`src/hdl/sadc_cfg.svh`:
```
// Constants of the serial converter readout block
// What this block does
// (RULE1) Serial port acts only while chip select is low; high means idle.
// (RULE2) Host data sampled at clock rise; converter data changes at clock fall.
// (RULE3) Result is a 12-bit unsigned code, one step is reference over 4096.
// (RULE4) Code scales with input over reference; full reference gives 4095.
// (RULE5) Two single-ended inputs or one differential pair are supported.
// (RULE6) Selected input is held when conversion is requested; held value converted.
// (RULE7) Host releases the shared line before the converter starts driving.
// (RULE8) Start bit, three setup bits, then null zero and twelve bits MSB first.
// (RULE9) First setup bit: one single-ended, zero differential.
// (RULE10) Second setup bit picks input, or positive input when differential.
// (RULE11) Third setup bit: one sends zeros after data, zero sends LSB-first repeat.
// (RULE12) Host raises chip select at the end; converter releases line, returns idle.
`ifndef SADC_CFG_SVH
`define SADC_CFG_SVH
`define SADC_CODE_W 12
`define SADC_IN_W 16
`define SADC_CODE_MAX 12'hfff
`define SADC_STEP_SH 12
`define SADC_SETUP_LAST 2'h2
`define SADC_MSB_IDX 4'hb
`define SADC_LSB_IDX 4'h0
`define SADC_REPEAT_FIRST 4'h1
`define SADC_CNT_TOP 4'hf
`define SADC_PIN_CS 0
`define SADC_PIN_CLK 1
`define SADC_PIN_DAT 2
`define SADC_PIN_IDLE 3'h1
`define SADC_ARR_AT_HOLD 1
`define SADC_CHAN_AT_HOLD 0
`endif

```
`src/hdl/sadc_pkg.sv`:
```
// Types shared by the serial converter readout block
package sadc_pkg;
  typedef enum logic [2:0] {
    ST_IDLE,
    ST_SETUP,
    ST_TURN,
    ST_NULL,
    ST_DATA,
    ST_TAIL
  } sadc_state_e;

  typedef struct packed {
    logic input_arrangement_bit;
    logic channel_choice_bit;
    logic tail_zero_bit;
  } sadc_setup_s;

  typedef struct packed {
    logic [15:0] pos;
    logic [15:0] neg;
  } sadc_held_s;
endpackage

```
`src/hdl/sadc_readout.sv`:
```
// Device end of the serial converter: pin sync, framing, hold and shift-out
`include "sadc_cfg.svh"

module sadc_readout (
  input wire logic clk, // 20 MHz system clock
  input wire logic rst, // Async reset, active high
  input wire logic sel_n, // Chip select pin, active low
  input wire logic shift_clk, // Shift clock pin from host
  input wire logic shared_serial_line_i, // Level seen on data line
  output logic shared_serial_line_o, // Level driven on data line
  output logic shared_serial_line_oe, // High while driving data line
  input wire logic [`SADC_IN_W-1:0] ain0, // First analogue input, digitised level
  input wire logic [`SADC_IN_W-1:0] ain1, // Second analogue input, digitised level
  input wire logic [`SADC_IN_W-1:0] vref, // Reference level
  output logic busy, // Transaction in progress
  output logic [`SADC_CODE_W-1:0] result_code // Last code shifted out
);
  // Pins: cs, clock, data into one vector for the synchroniser
  logic [2:0] pin_s1_reg;
  logic [2:0] pin_s2_reg;
  logic [2:0] pin_s3_reg;
  logic [2:0] pin_filt_reg;
  logic [2:0] pin_filt_next;
  logic clk_prev_reg;
  logic clk_rise;
  logic clk_fall;
  logic cs_act;
  logic din;

  sadc_pkg::sadc_state_e state_reg;
  sadc_pkg::sadc_setup_s setup_reg;
  sadc_pkg::sadc_held_s held_reg;
  logic [1:0] setup_cnt_reg;
  logic [3:0] bit_cnt_reg;
  logic line_o_reg;
  logic line_oe_reg;
  logic busy_reg;
  logic [`SADC_CODE_W-1:0] result_reg;

  logic [`SADC_IN_W-1:0] pick_pos;
  logic [`SADC_IN_W-1:0] pick_neg;
  logic [`SADC_IN_W-1:0] held_diff;
  logic [`SADC_IN_W+`SADC_STEP_SH-1:0] scaled;
  logic [`SADC_IN_W+`SADC_STEP_SH-1:0] quot;
  logic [`SADC_CODE_W-1:0] code;
  logic capture;

  // Three stages; a change counts once stages two and three agree
  always_ff @(posedge clk or posedge rst) begin
    if (rst) begin
      pin_s1_reg <= `SADC_PIN_IDLE;
      pin_s2_reg <= `SADC_PIN_IDLE;
      pin_s3_reg <= `SADC_PIN_IDLE;
    end else begin
      pin_s1_reg <= {shared_serial_line_i, shift_clk, sel_n};
      pin_s2_reg <= pin_s1_reg;
      pin_s3_reg <= pin_s2_reg;
    end
  end

  always_comb begin
    pin_filt_next = (pin_s2_reg & ~(pin_s2_reg ^ pin_s3_reg))
                  | (pin_filt_reg & (pin_s2_reg ^ pin_s3_reg));
  end

  always_ff @(posedge clk or posedge rst) begin
    if (rst) begin
      pin_filt_reg <= `SADC_PIN_IDLE;
      clk_prev_reg <= 1'b0;
    end else begin
      pin_filt_reg <= pin_filt_next;
      clk_prev_reg <= pin_filt_reg[`SADC_PIN_CLK];
    end
  end

  assign cs_act = ~pin_filt_reg[`SADC_PIN_CS]; // RULE1
  assign din = pin_filt_reg[`SADC_PIN_DAT];
  assign clk_rise = pin_filt_reg[`SADC_PIN_CLK] & ~clk_prev_reg; // RULE2
  assign clk_fall = ~pin_filt_reg[`SADC_PIN_CLK] & clk_prev_reg; // RULE2

  // Read at the format rise, before that bit shifts in: fields still one place low
  always_comb begin
    if (setup_reg[`SADC_ARR_AT_HOLD]) begin
      pick_pos = setup_reg[`SADC_CHAN_AT_HOLD] ? ain1 : ain0; // RULE9 RULE10
      pick_neg = '0;
    end else begin
      pick_pos = setup_reg[`SADC_CHAN_AT_HOLD] ? ain1 : ain0; // RULE5 RULE10
      pick_neg = setup_reg[`SADC_CHAN_AT_HOLD] ? ain0 : ain1;
    end
  end

  // Held at the format bit; a later change of the inputs is not seen
  assign capture = (state_reg == sadc_pkg::ST_SETUP) && clk_rise && cs_act
                 && (setup_cnt_reg == `SADC_SETUP_LAST);

  always_ff @(posedge clk or posedge rst) begin
    if (rst) begin
      held_reg <= '0;
    end else if (capture) begin
      held_reg.pos <= pick_pos; // RULE6
      held_reg.neg <= pick_neg;
    end
  end

  // Unipolar: a negative difference reads as zero
  always_comb begin
    held_diff = (held_reg.pos > held_reg.neg) ? held_reg.pos - held_reg.neg : '0; // RULE5
    scaled = {held_diff, {`SADC_STEP_SH{1'b0}}}; // RULE3
    quot = (vref == '0) ? '1 : scaled / {{`SADC_STEP_SH{1'b0}}, vref};
    if (quot > {{`SADC_IN_W{1'b0}}, `SADC_CODE_MAX}) begin
      code = `SADC_CODE_MAX; // RULE4
    end else begin
      code = quot[`SADC_CODE_W-1:0]; // RULE4
    end
  end

  // Framing state
  always_ff @(posedge clk or posedge rst) begin
    if (rst) begin
      state_reg <= sadc_pkg::ST_IDLE;
      setup_cnt_reg <= 2'h0;
      bit_cnt_reg <= 4'h0;
      setup_reg <= '0;
    end else if (!cs_act) begin
      state_reg <= sadc_pkg::ST_IDLE; // RULE1 RULE12
      setup_cnt_reg <= 2'h0;
    end else begin
      unique case (state_reg)
        sadc_pkg::ST_IDLE: begin
          if (clk_rise && din) begin
            state_reg <= sadc_pkg::ST_SETUP; // RULE8
            setup_cnt_reg <= 2'h0;
          end
        end
        sadc_pkg::ST_SETUP: begin
          if (clk_rise) begin
            setup_reg <= {setup_reg[1:0], din}; // RULE8
            setup_cnt_reg <= setup_cnt_reg + 2'h1;
            if (setup_cnt_reg == `SADC_SETUP_LAST) begin
              state_reg <= sadc_pkg::ST_TURN;
            end
          end
        end
        sadc_pkg::ST_TURN: begin
          // Format bit's own fall: host still may drive, so stay off
          if (clk_fall) begin
            state_reg <= sadc_pkg::ST_NULL; // RULE7
          end
        end
        sadc_pkg::ST_NULL: begin
          if (clk_fall) begin
            state_reg <= sadc_pkg::ST_DATA;
            bit_cnt_reg <= `SADC_MSB_IDX;
          end
        end
        sadc_pkg::ST_DATA: begin
          if (clk_fall) begin
            if (bit_cnt_reg == `SADC_LSB_IDX) begin
              state_reg <= sadc_pkg::ST_TAIL;
              bit_cnt_reg <= `SADC_REPEAT_FIRST;
            end else begin
              bit_cnt_reg <= bit_cnt_reg - 4'h1;
            end
          end
        end
        sadc_pkg::ST_TAIL: begin
          if (clk_fall && bit_cnt_reg != `SADC_CNT_TOP) begin
            bit_cnt_reg <= bit_cnt_reg + 4'h1;
          end
        end
      endcase
    end
  end

  // Line driver, changes only on shift clock falls and on deselect
  always_ff @(posedge clk or posedge rst) begin
    if (rst) begin
      line_o_reg <= 1'b0;
      line_oe_reg <= 1'b0;
    end else if (!cs_act) begin
      line_o_reg <= 1'b0;
      line_oe_reg <= 1'b0; // RULE1 RULE12
    end else if (clk_fall) begin
      unique case (state_reg)
        sadc_pkg::ST_NULL: begin
          line_o_reg <= 1'b0; // RULE8
          line_oe_reg <= 1'b1; // RULE7
        end
        sadc_pkg::ST_DATA: begin
          line_o_reg <= code[bit_cnt_reg]; // RULE8
        end
        sadc_pkg::ST_TAIL: begin
          if (setup_reg.tail_zero_bit || bit_cnt_reg > `SADC_MSB_IDX) begin
            line_o_reg <= 1'b0; // RULE11
          end else begin
            line_o_reg <= code[bit_cnt_reg]; // RULE11
          end
        end
        default: begin
          line_o_reg <= line_o_reg;
        end
      endcase
    end
  end

  always_ff @(posedge clk or posedge rst) begin
    if (rst) begin
      busy_reg <= 1'b0;
      result_reg <= '0;
    end else begin
      busy_reg <= cs_act && (state_reg != sadc_pkg::ST_IDLE);
      if (clk_fall && cs_act && state_reg == sadc_pkg::ST_NULL) begin
        result_reg <= code; // RULE3
      end
    end
  end

  assign shared_serial_line_o = line_o_reg;
  assign shared_serial_line_oe = line_oe_reg;
  assign busy = busy_reg;
  assign result_code = result_reg;
endmodule

```
`config.mk`:
```
export PLATFORM = sky130hd
export DESIGN_NAME = sadc_readout
export DESIGN_NICKNAME = d
export VERILOG_FILES = /design/src/hdl/sadc_pkg.sv /design/src/hdl/sadc_readout.sv
export VERILOG_INCLUDE_DIRS = /design/src /design/src/hdl
export SDC_FILE = /design/constraint.sdc
export NUM_CORES = 1
export LEC_CHECK = 0
export ABC_AREA = 1
export BUFFER_PORTS_ARGS = -buffer_cell sky130_fd_sc_hd__clkbuf_2
export CAP_MARGIN = 25
export CELL_PAD_IN_SITES_DETAIL_PLACEMENT = 0
export CELL_PAD_IN_SITES_GLOBAL_PLACEMENT = 1
export CORE_MARGIN = 1
export CORE_UTILIZATION = 50
export CTS_BUF_LIST = sky130_fd_sc_hd__clkbuf_4 sky130_fd_sc_hd__clkbuf_8
export CTS_CLUSTER_DIAMETER = 120
export DETAILED_ROUTE_END_ITERATION = 16
export PLACE_DENSITY_LB_ADDON = 0.1
export SYNTH_ARGS = -nofsm -noshare
export SYNTH_HDL_FRONTEND = slang
export SYNTH_SLANG_ARGS = --single-unit
```
`constraint.sdc`:
```
create_clock -name clk -period 120.6 [get_ports clk]
set_clock_uncertainty 0.1 [all_clocks]
set_input_delay 6.03 -clock clk [delete_from_list [all_inputs] [get_ports clk]]
set_output_delay 6.03 -clock clk [all_outputs]
set_load 0.01 [all_outputs]
```
* Word-level counts from Yosys, hierarchy flattened *
Index checks and enable logic that the tools add are counted.

word-level totals
  bits in registers = 71
  output and inout bits = 15

cells by class
  add/subtract/negate cells = 4
  divide/modulo/power cells = 1
  magnitude comparators = 4
  equality and inequality tests = 17
  muxes and demuxes = 33
  bitwise logic cells = 10
  reduce and logical (&&, ||, !) cells = 25

operator list
  cell                    count
  $mux W16                4
  $div A28 B16 Y28        1
  $gt A28 B12 Y1 const B  1
  $mux W28                1
  $mux W3                 8
  $ne A3 B3 Y1 const B    6
  $gt A16 B16 Y1          1
  $logic_not A16 Y1       1
  $mux W4                 4
  $sub A16 B16 Y16        1
  $pmux W3 S5             1
  $mux W12                1
  $pmux W4 S3             1
  $reduce_bool A3 Y1      3
  $logic_and A1 B1 Y1     8
  $reduce_and A8 Y1       1
  $mux W1                 7
  $and A3 B3 Y3           2
  $eq A3 B2 Y1 const B    2
  $eq A3 B3 Y1 const B    2
  $mux W2                 3
  $ne A2 B2 Y1 const B    3
  $reduce_and A3 Y1       2
  $reduce_bool A6 Y1      1
  other kinds (24)        29

* Depth between registers and ports, before layout *
  depth after elaboration = 12
  gate-level depth with buffers = 494

* Least setup slack after synthesis *
Ideal clock, no wire load.

  kind = input-to-reg
  start = input port vref[0]
  end = register line_o_reg, in the netlist shared_serial_line_o
  setup time = 0.121 ns
  data arrival time = 70.449 ns
  required time = 120.379 ns
  path slack = 49.930 ns
  stages on the path = 460
  path buffers = 39
  cell sequence = clkbuf_1 -> inv_1 -> clkbuf_1 -> clkbuf_1 -> ha_1 -> nand2_1 -> nor2_1 -> nand3_1 -> a311oi_1 -> a31oi_1 -> a21oi_1 -> ha_1 -> inv_1 -> nor2_1 -> o21ai_2 -> nand2_1 -> o21ai_2 -> inv_1 -> (+424 left out) -> nand3_4 -> inv_2 -> clkbuf_1 -> o21ai_0 -> ha_1 -> a21oi_1 -> nor2_1 -> a211oi_1 -> nand3b_1 -> a21oi_1 -> a211oi_1 -> nand2_1 -> nand2_1 -> nand3_1 -> nand2_1 -> nand4_1 -> nand4_1 -> nand2_1

on the way
  word-level cells in the longest chain between the ends = 10

RTL lines
  item                                                   line                                      text
  from (decl)                                            sadc_readout.sv:14                        input wire logic [`SADC_IN_W-1:0] vref,
  $div A28 B16 Y28 or $logic_not A16 Y1 (tied branches)  sadc_readout.sv:109                       quot = (vref == '0) ? '1 : scaled / {{`SADC_STEP_SH{1'b0}}, vref};
  $mux W28 *                                             sadc_readout.sv:109
  $gt A28 B12 Y1                                         sadc_readout.sv:110                       if (quot > {{`SADC_IN_W{1'b0}}, `SADC_CODE_MAX}) begin
  $mux W12 *                                             sadc_readout.sv:110
  $bmux W1 S4 *                                          sadc_readout.sv:190, sadc_readout.sv:196
  $mux W1 (not written as such) *                        sadc_readout.sv:190, sadc_readout.sv:196
  $mux W1                                                sadc_readout.sv:193                       if (setup_reg.tail_zero_bit || bit_cnt_reg > `SADC_MSB_IDX) begin
  $pmux W1 S3 *                                          sadc_readout.sv:184                       unique case (state_reg)
  $mux W1 *                                              sadc_readout.sv:183                       end else if (clk_fall) begin
  $mux W1 *                                              sadc_readout.sv:180                       end else if (!cs_act) begin
  to (signal assigned)                                   sadc_readout.sv:190                       line_o_reg <= code[bit_cnt_reg];
  to (signal assigned)                                   sadc_readout.sv:196                       line_o_reg <= code[bit_cnt_reg];
  to (signal assigned)                                   sadc_readout.sv:200                       line_o_reg <= line_o_reg;
  to (decl)                                              sadc_readout.sv:35                        logic line_o_reg;

Mark *: on every way between the ends. The rest lies on a longest branch, timed or not. The select of a mux whose other input is x is not followed.
A chain may end at the register's enable or synchronous reset.

* Worst setup path after layout *
  start = input port vref[11]
  end = register line_o_reg, in the netlist shared_serial_line_o

The elaborated chain is that of the path after synthesis.

==> reports/results.txt <==
CTS tree = done
worst rel slew slack = 33.0%
# rows = 78
post-synthesis sequential area ratio = 7.76%
run status = finished, final reports clean
CP endpoint kind = register
area leader, netlist = ha_1
fin crit share = 64.8%
DR vias = 24.3k
worst r2r src = held_reg[0]
Setup crit start = vref[11]
Post-route DRC = 0
Maximum Capacitance Violations = 0
final wirelength = 65.6 mm
Detailed Place HPWL = 53.8 mm
Setup CP Type = in2reg
Yosys reg bits = 71
max reg flops = 32
hold path startpoint = pin_s1_reg[2]
# setup viols final = 0
htree depth = 3
drt first pass iters = 5
Area contributors post-synth = ha_1 18%, nand2_1 16%, inv_1 8.1%
Setup TNS = 0 ps
hold crit path type = reg2reg
top_reg_cell synth = dfrtp_1
iteration-0 DRC count of the detailed router = 1,213
Fmax = 12.8 MHz
die area = 46,800 um^2
Clk Tree Root Cell = clkbuf_8
fin crit period = 78,160 ps
unrepaired setup endpoints after global routing = no
largest net degree at the start of global routing = 72
core footprint = 45,300 um^2
DIE HEIGHT = 216 um
Synth warnings = 0
Worst Hold Slack = 257 ps
n_diodes = 0
CP max stage delay = 590 ps
average cell area after synthesis = 6.04 um^2
CP max FO = 32
Area Growth Syn to Fin = 4.84%
area share of and/or/nand/nor cells after synthesis = 34.0%
# IOs = 68
total CTS buffers = 9
Starting Density = 50.7%
startpoint types = primary input
GPL Wtd Cong = 0.915
CP required = 120,780 ps
Synth Area in Compound Gates = 19.5%
Post-Synth XOR/XNOR Area = 9.81%
vias in the first global route = 23.1k
hold buffers post-CTS = 0
DR vias/cell = 5.49
share of layout cells above drive strength 1 = 7.89%
total grt overflow = 0
critical path's most frequent cell = nand2_1
mux cell area share after synthesis = 0.0436%
Syn Inst Count = 3,802
first-pass GRT wire length = 110 mm
Skew-Pair Late Insertion Delay = 340 ps
Syn Nets = 4,194
Netlist cell types = 69
post-cts gate resize count = 0
setup bufs post-CTS = 0
clk buf depth = 2
initial antenna violation count = 0
Final ANT Viol Nets = 0
number of port buffers = 67
Post-synth EDFFs = 0
largest family of logic cells by synthesized area = simple AND/OR/NAND/NOR gates
Total Routing Usage GR = 27.8%
WL per Instance = 14.8 um
Slowest-stage cell, CP = inv_1
# clock sinks = 71
Final Hold Viols = 0
Critical Path AT = 78,340 ps
Synth top area share = 18.4%
Slew Viols, Final = 0
nets = 4,217
chip width = 216 um
adder-cell area share of the yosys netlist = 18.7%
Slew @ Worst Pin = 1010 ps
Syn Std Cell Area = 23,000 um^2
Worst-path clk slew = 80 ps
Async SR Flop Fraction = 100%
-- synthesized netlist by cell type (17+ instances only) --
master and number:
nand2_1 989, inv_1 494, ha_1 337, o21ai_0 302, a21oi_1 251, nand3_1 242
nor2_1 223, xor2_1 148, xnor2_1 109, dfrtp_1 67, nand4_1 54, clkbuf_1 46
nand2_2 43, nor3_1 42, o21bai_1 39, or2_2 38, a21o_1 37, inv_2 27
o21ai_1 25, nand3_2 23, nor2_2 20, o21a_1 18, o211ai_1 17
-- stage by stage --
step	cells	setup slack [ps]	cell area (um^2)	util [%]
after floorplan	3802	49930	23000	-
after global placement	4413	44480	23800	52.6
after detailed placement	4414	42810	23900	52.7
after CTS	4430	42900	24100	53.1
after global routing	4430	33770	24100	53.1
final	4430	42440	24100	53.1
-- placed cells by master, fill, tap and decap left out, drive strengths merged, types with 39 or more instances in the layout --
| cell | count |
|---|---|
| nor2 | 257 |
| o21bai | 39 |
| dfrtp | 67 |
| ha | 337 |
| or2 | 41 |
| clkbuf | 76 |
| xnor2 | 109 |
| nand4 | 55 |
| a21oi | 253 |
| nand3 | 271 |
| nand2 | 1037 |
| xor2 | 148 |
| o21ai | 337 |
| inv | 524 |
| nor3 | 43 |
-- area by class of cell --
type | instances | area [um^2]
Clock buffer | 9 | 124
Clock inverter | 7 | 77.6
Fill cell | 4695 | 21200
Inverter | 528 | 1980
Multi-Input combinational cell | 3128 | 18800
Sequential cell | 71 | 1780
Tap cell | 600 | 751
Timing Repair Buffer | 87 | 505
-- layer usage --
metal  wire length (um)  vias up  GRT usage, %
li1                   -    12700             -
met1              31200    11000          37.1
met2              30600      502          49.0
met3               2130       84         0.786
met4               1640        0          7.58
met5                  0        -             0
-- critical path: cells and delay by family --
kind,cells,cell delay [ps]
compound gates,166,30960
simple gates,187,23260
buf+inv,48,8680
fa+ha+maj,27,9280
-- logic make-up after synthesis --
family | Yosys count
mux | 1
simple gates | 1745
flops | 71
fa+ha+maj | 342
buf+inv | 603
xor+xnor | 257
compound gates | 783
-- worst paths after layout --
check | endpoint | slack (ps) | cells past startpoint
min in group asynchronous | shared_serial_line_oe | 5810 | 3
hold / removal | pin_s2_reg[2] | 260 | 0
setup reg to reg | shared_serial_line_o | 46810 | 437
hold reg to reg | pin_s2_reg[2] | 260 | 0
max in group asynchronous | held_reg[31] | 114000 | 3
setup / recovery | shared_serial_line_o | 42440 | 428
Power is not shown: default switching activity piles up to over one toggle a cycle in this logic, so the estimate is an artifact.
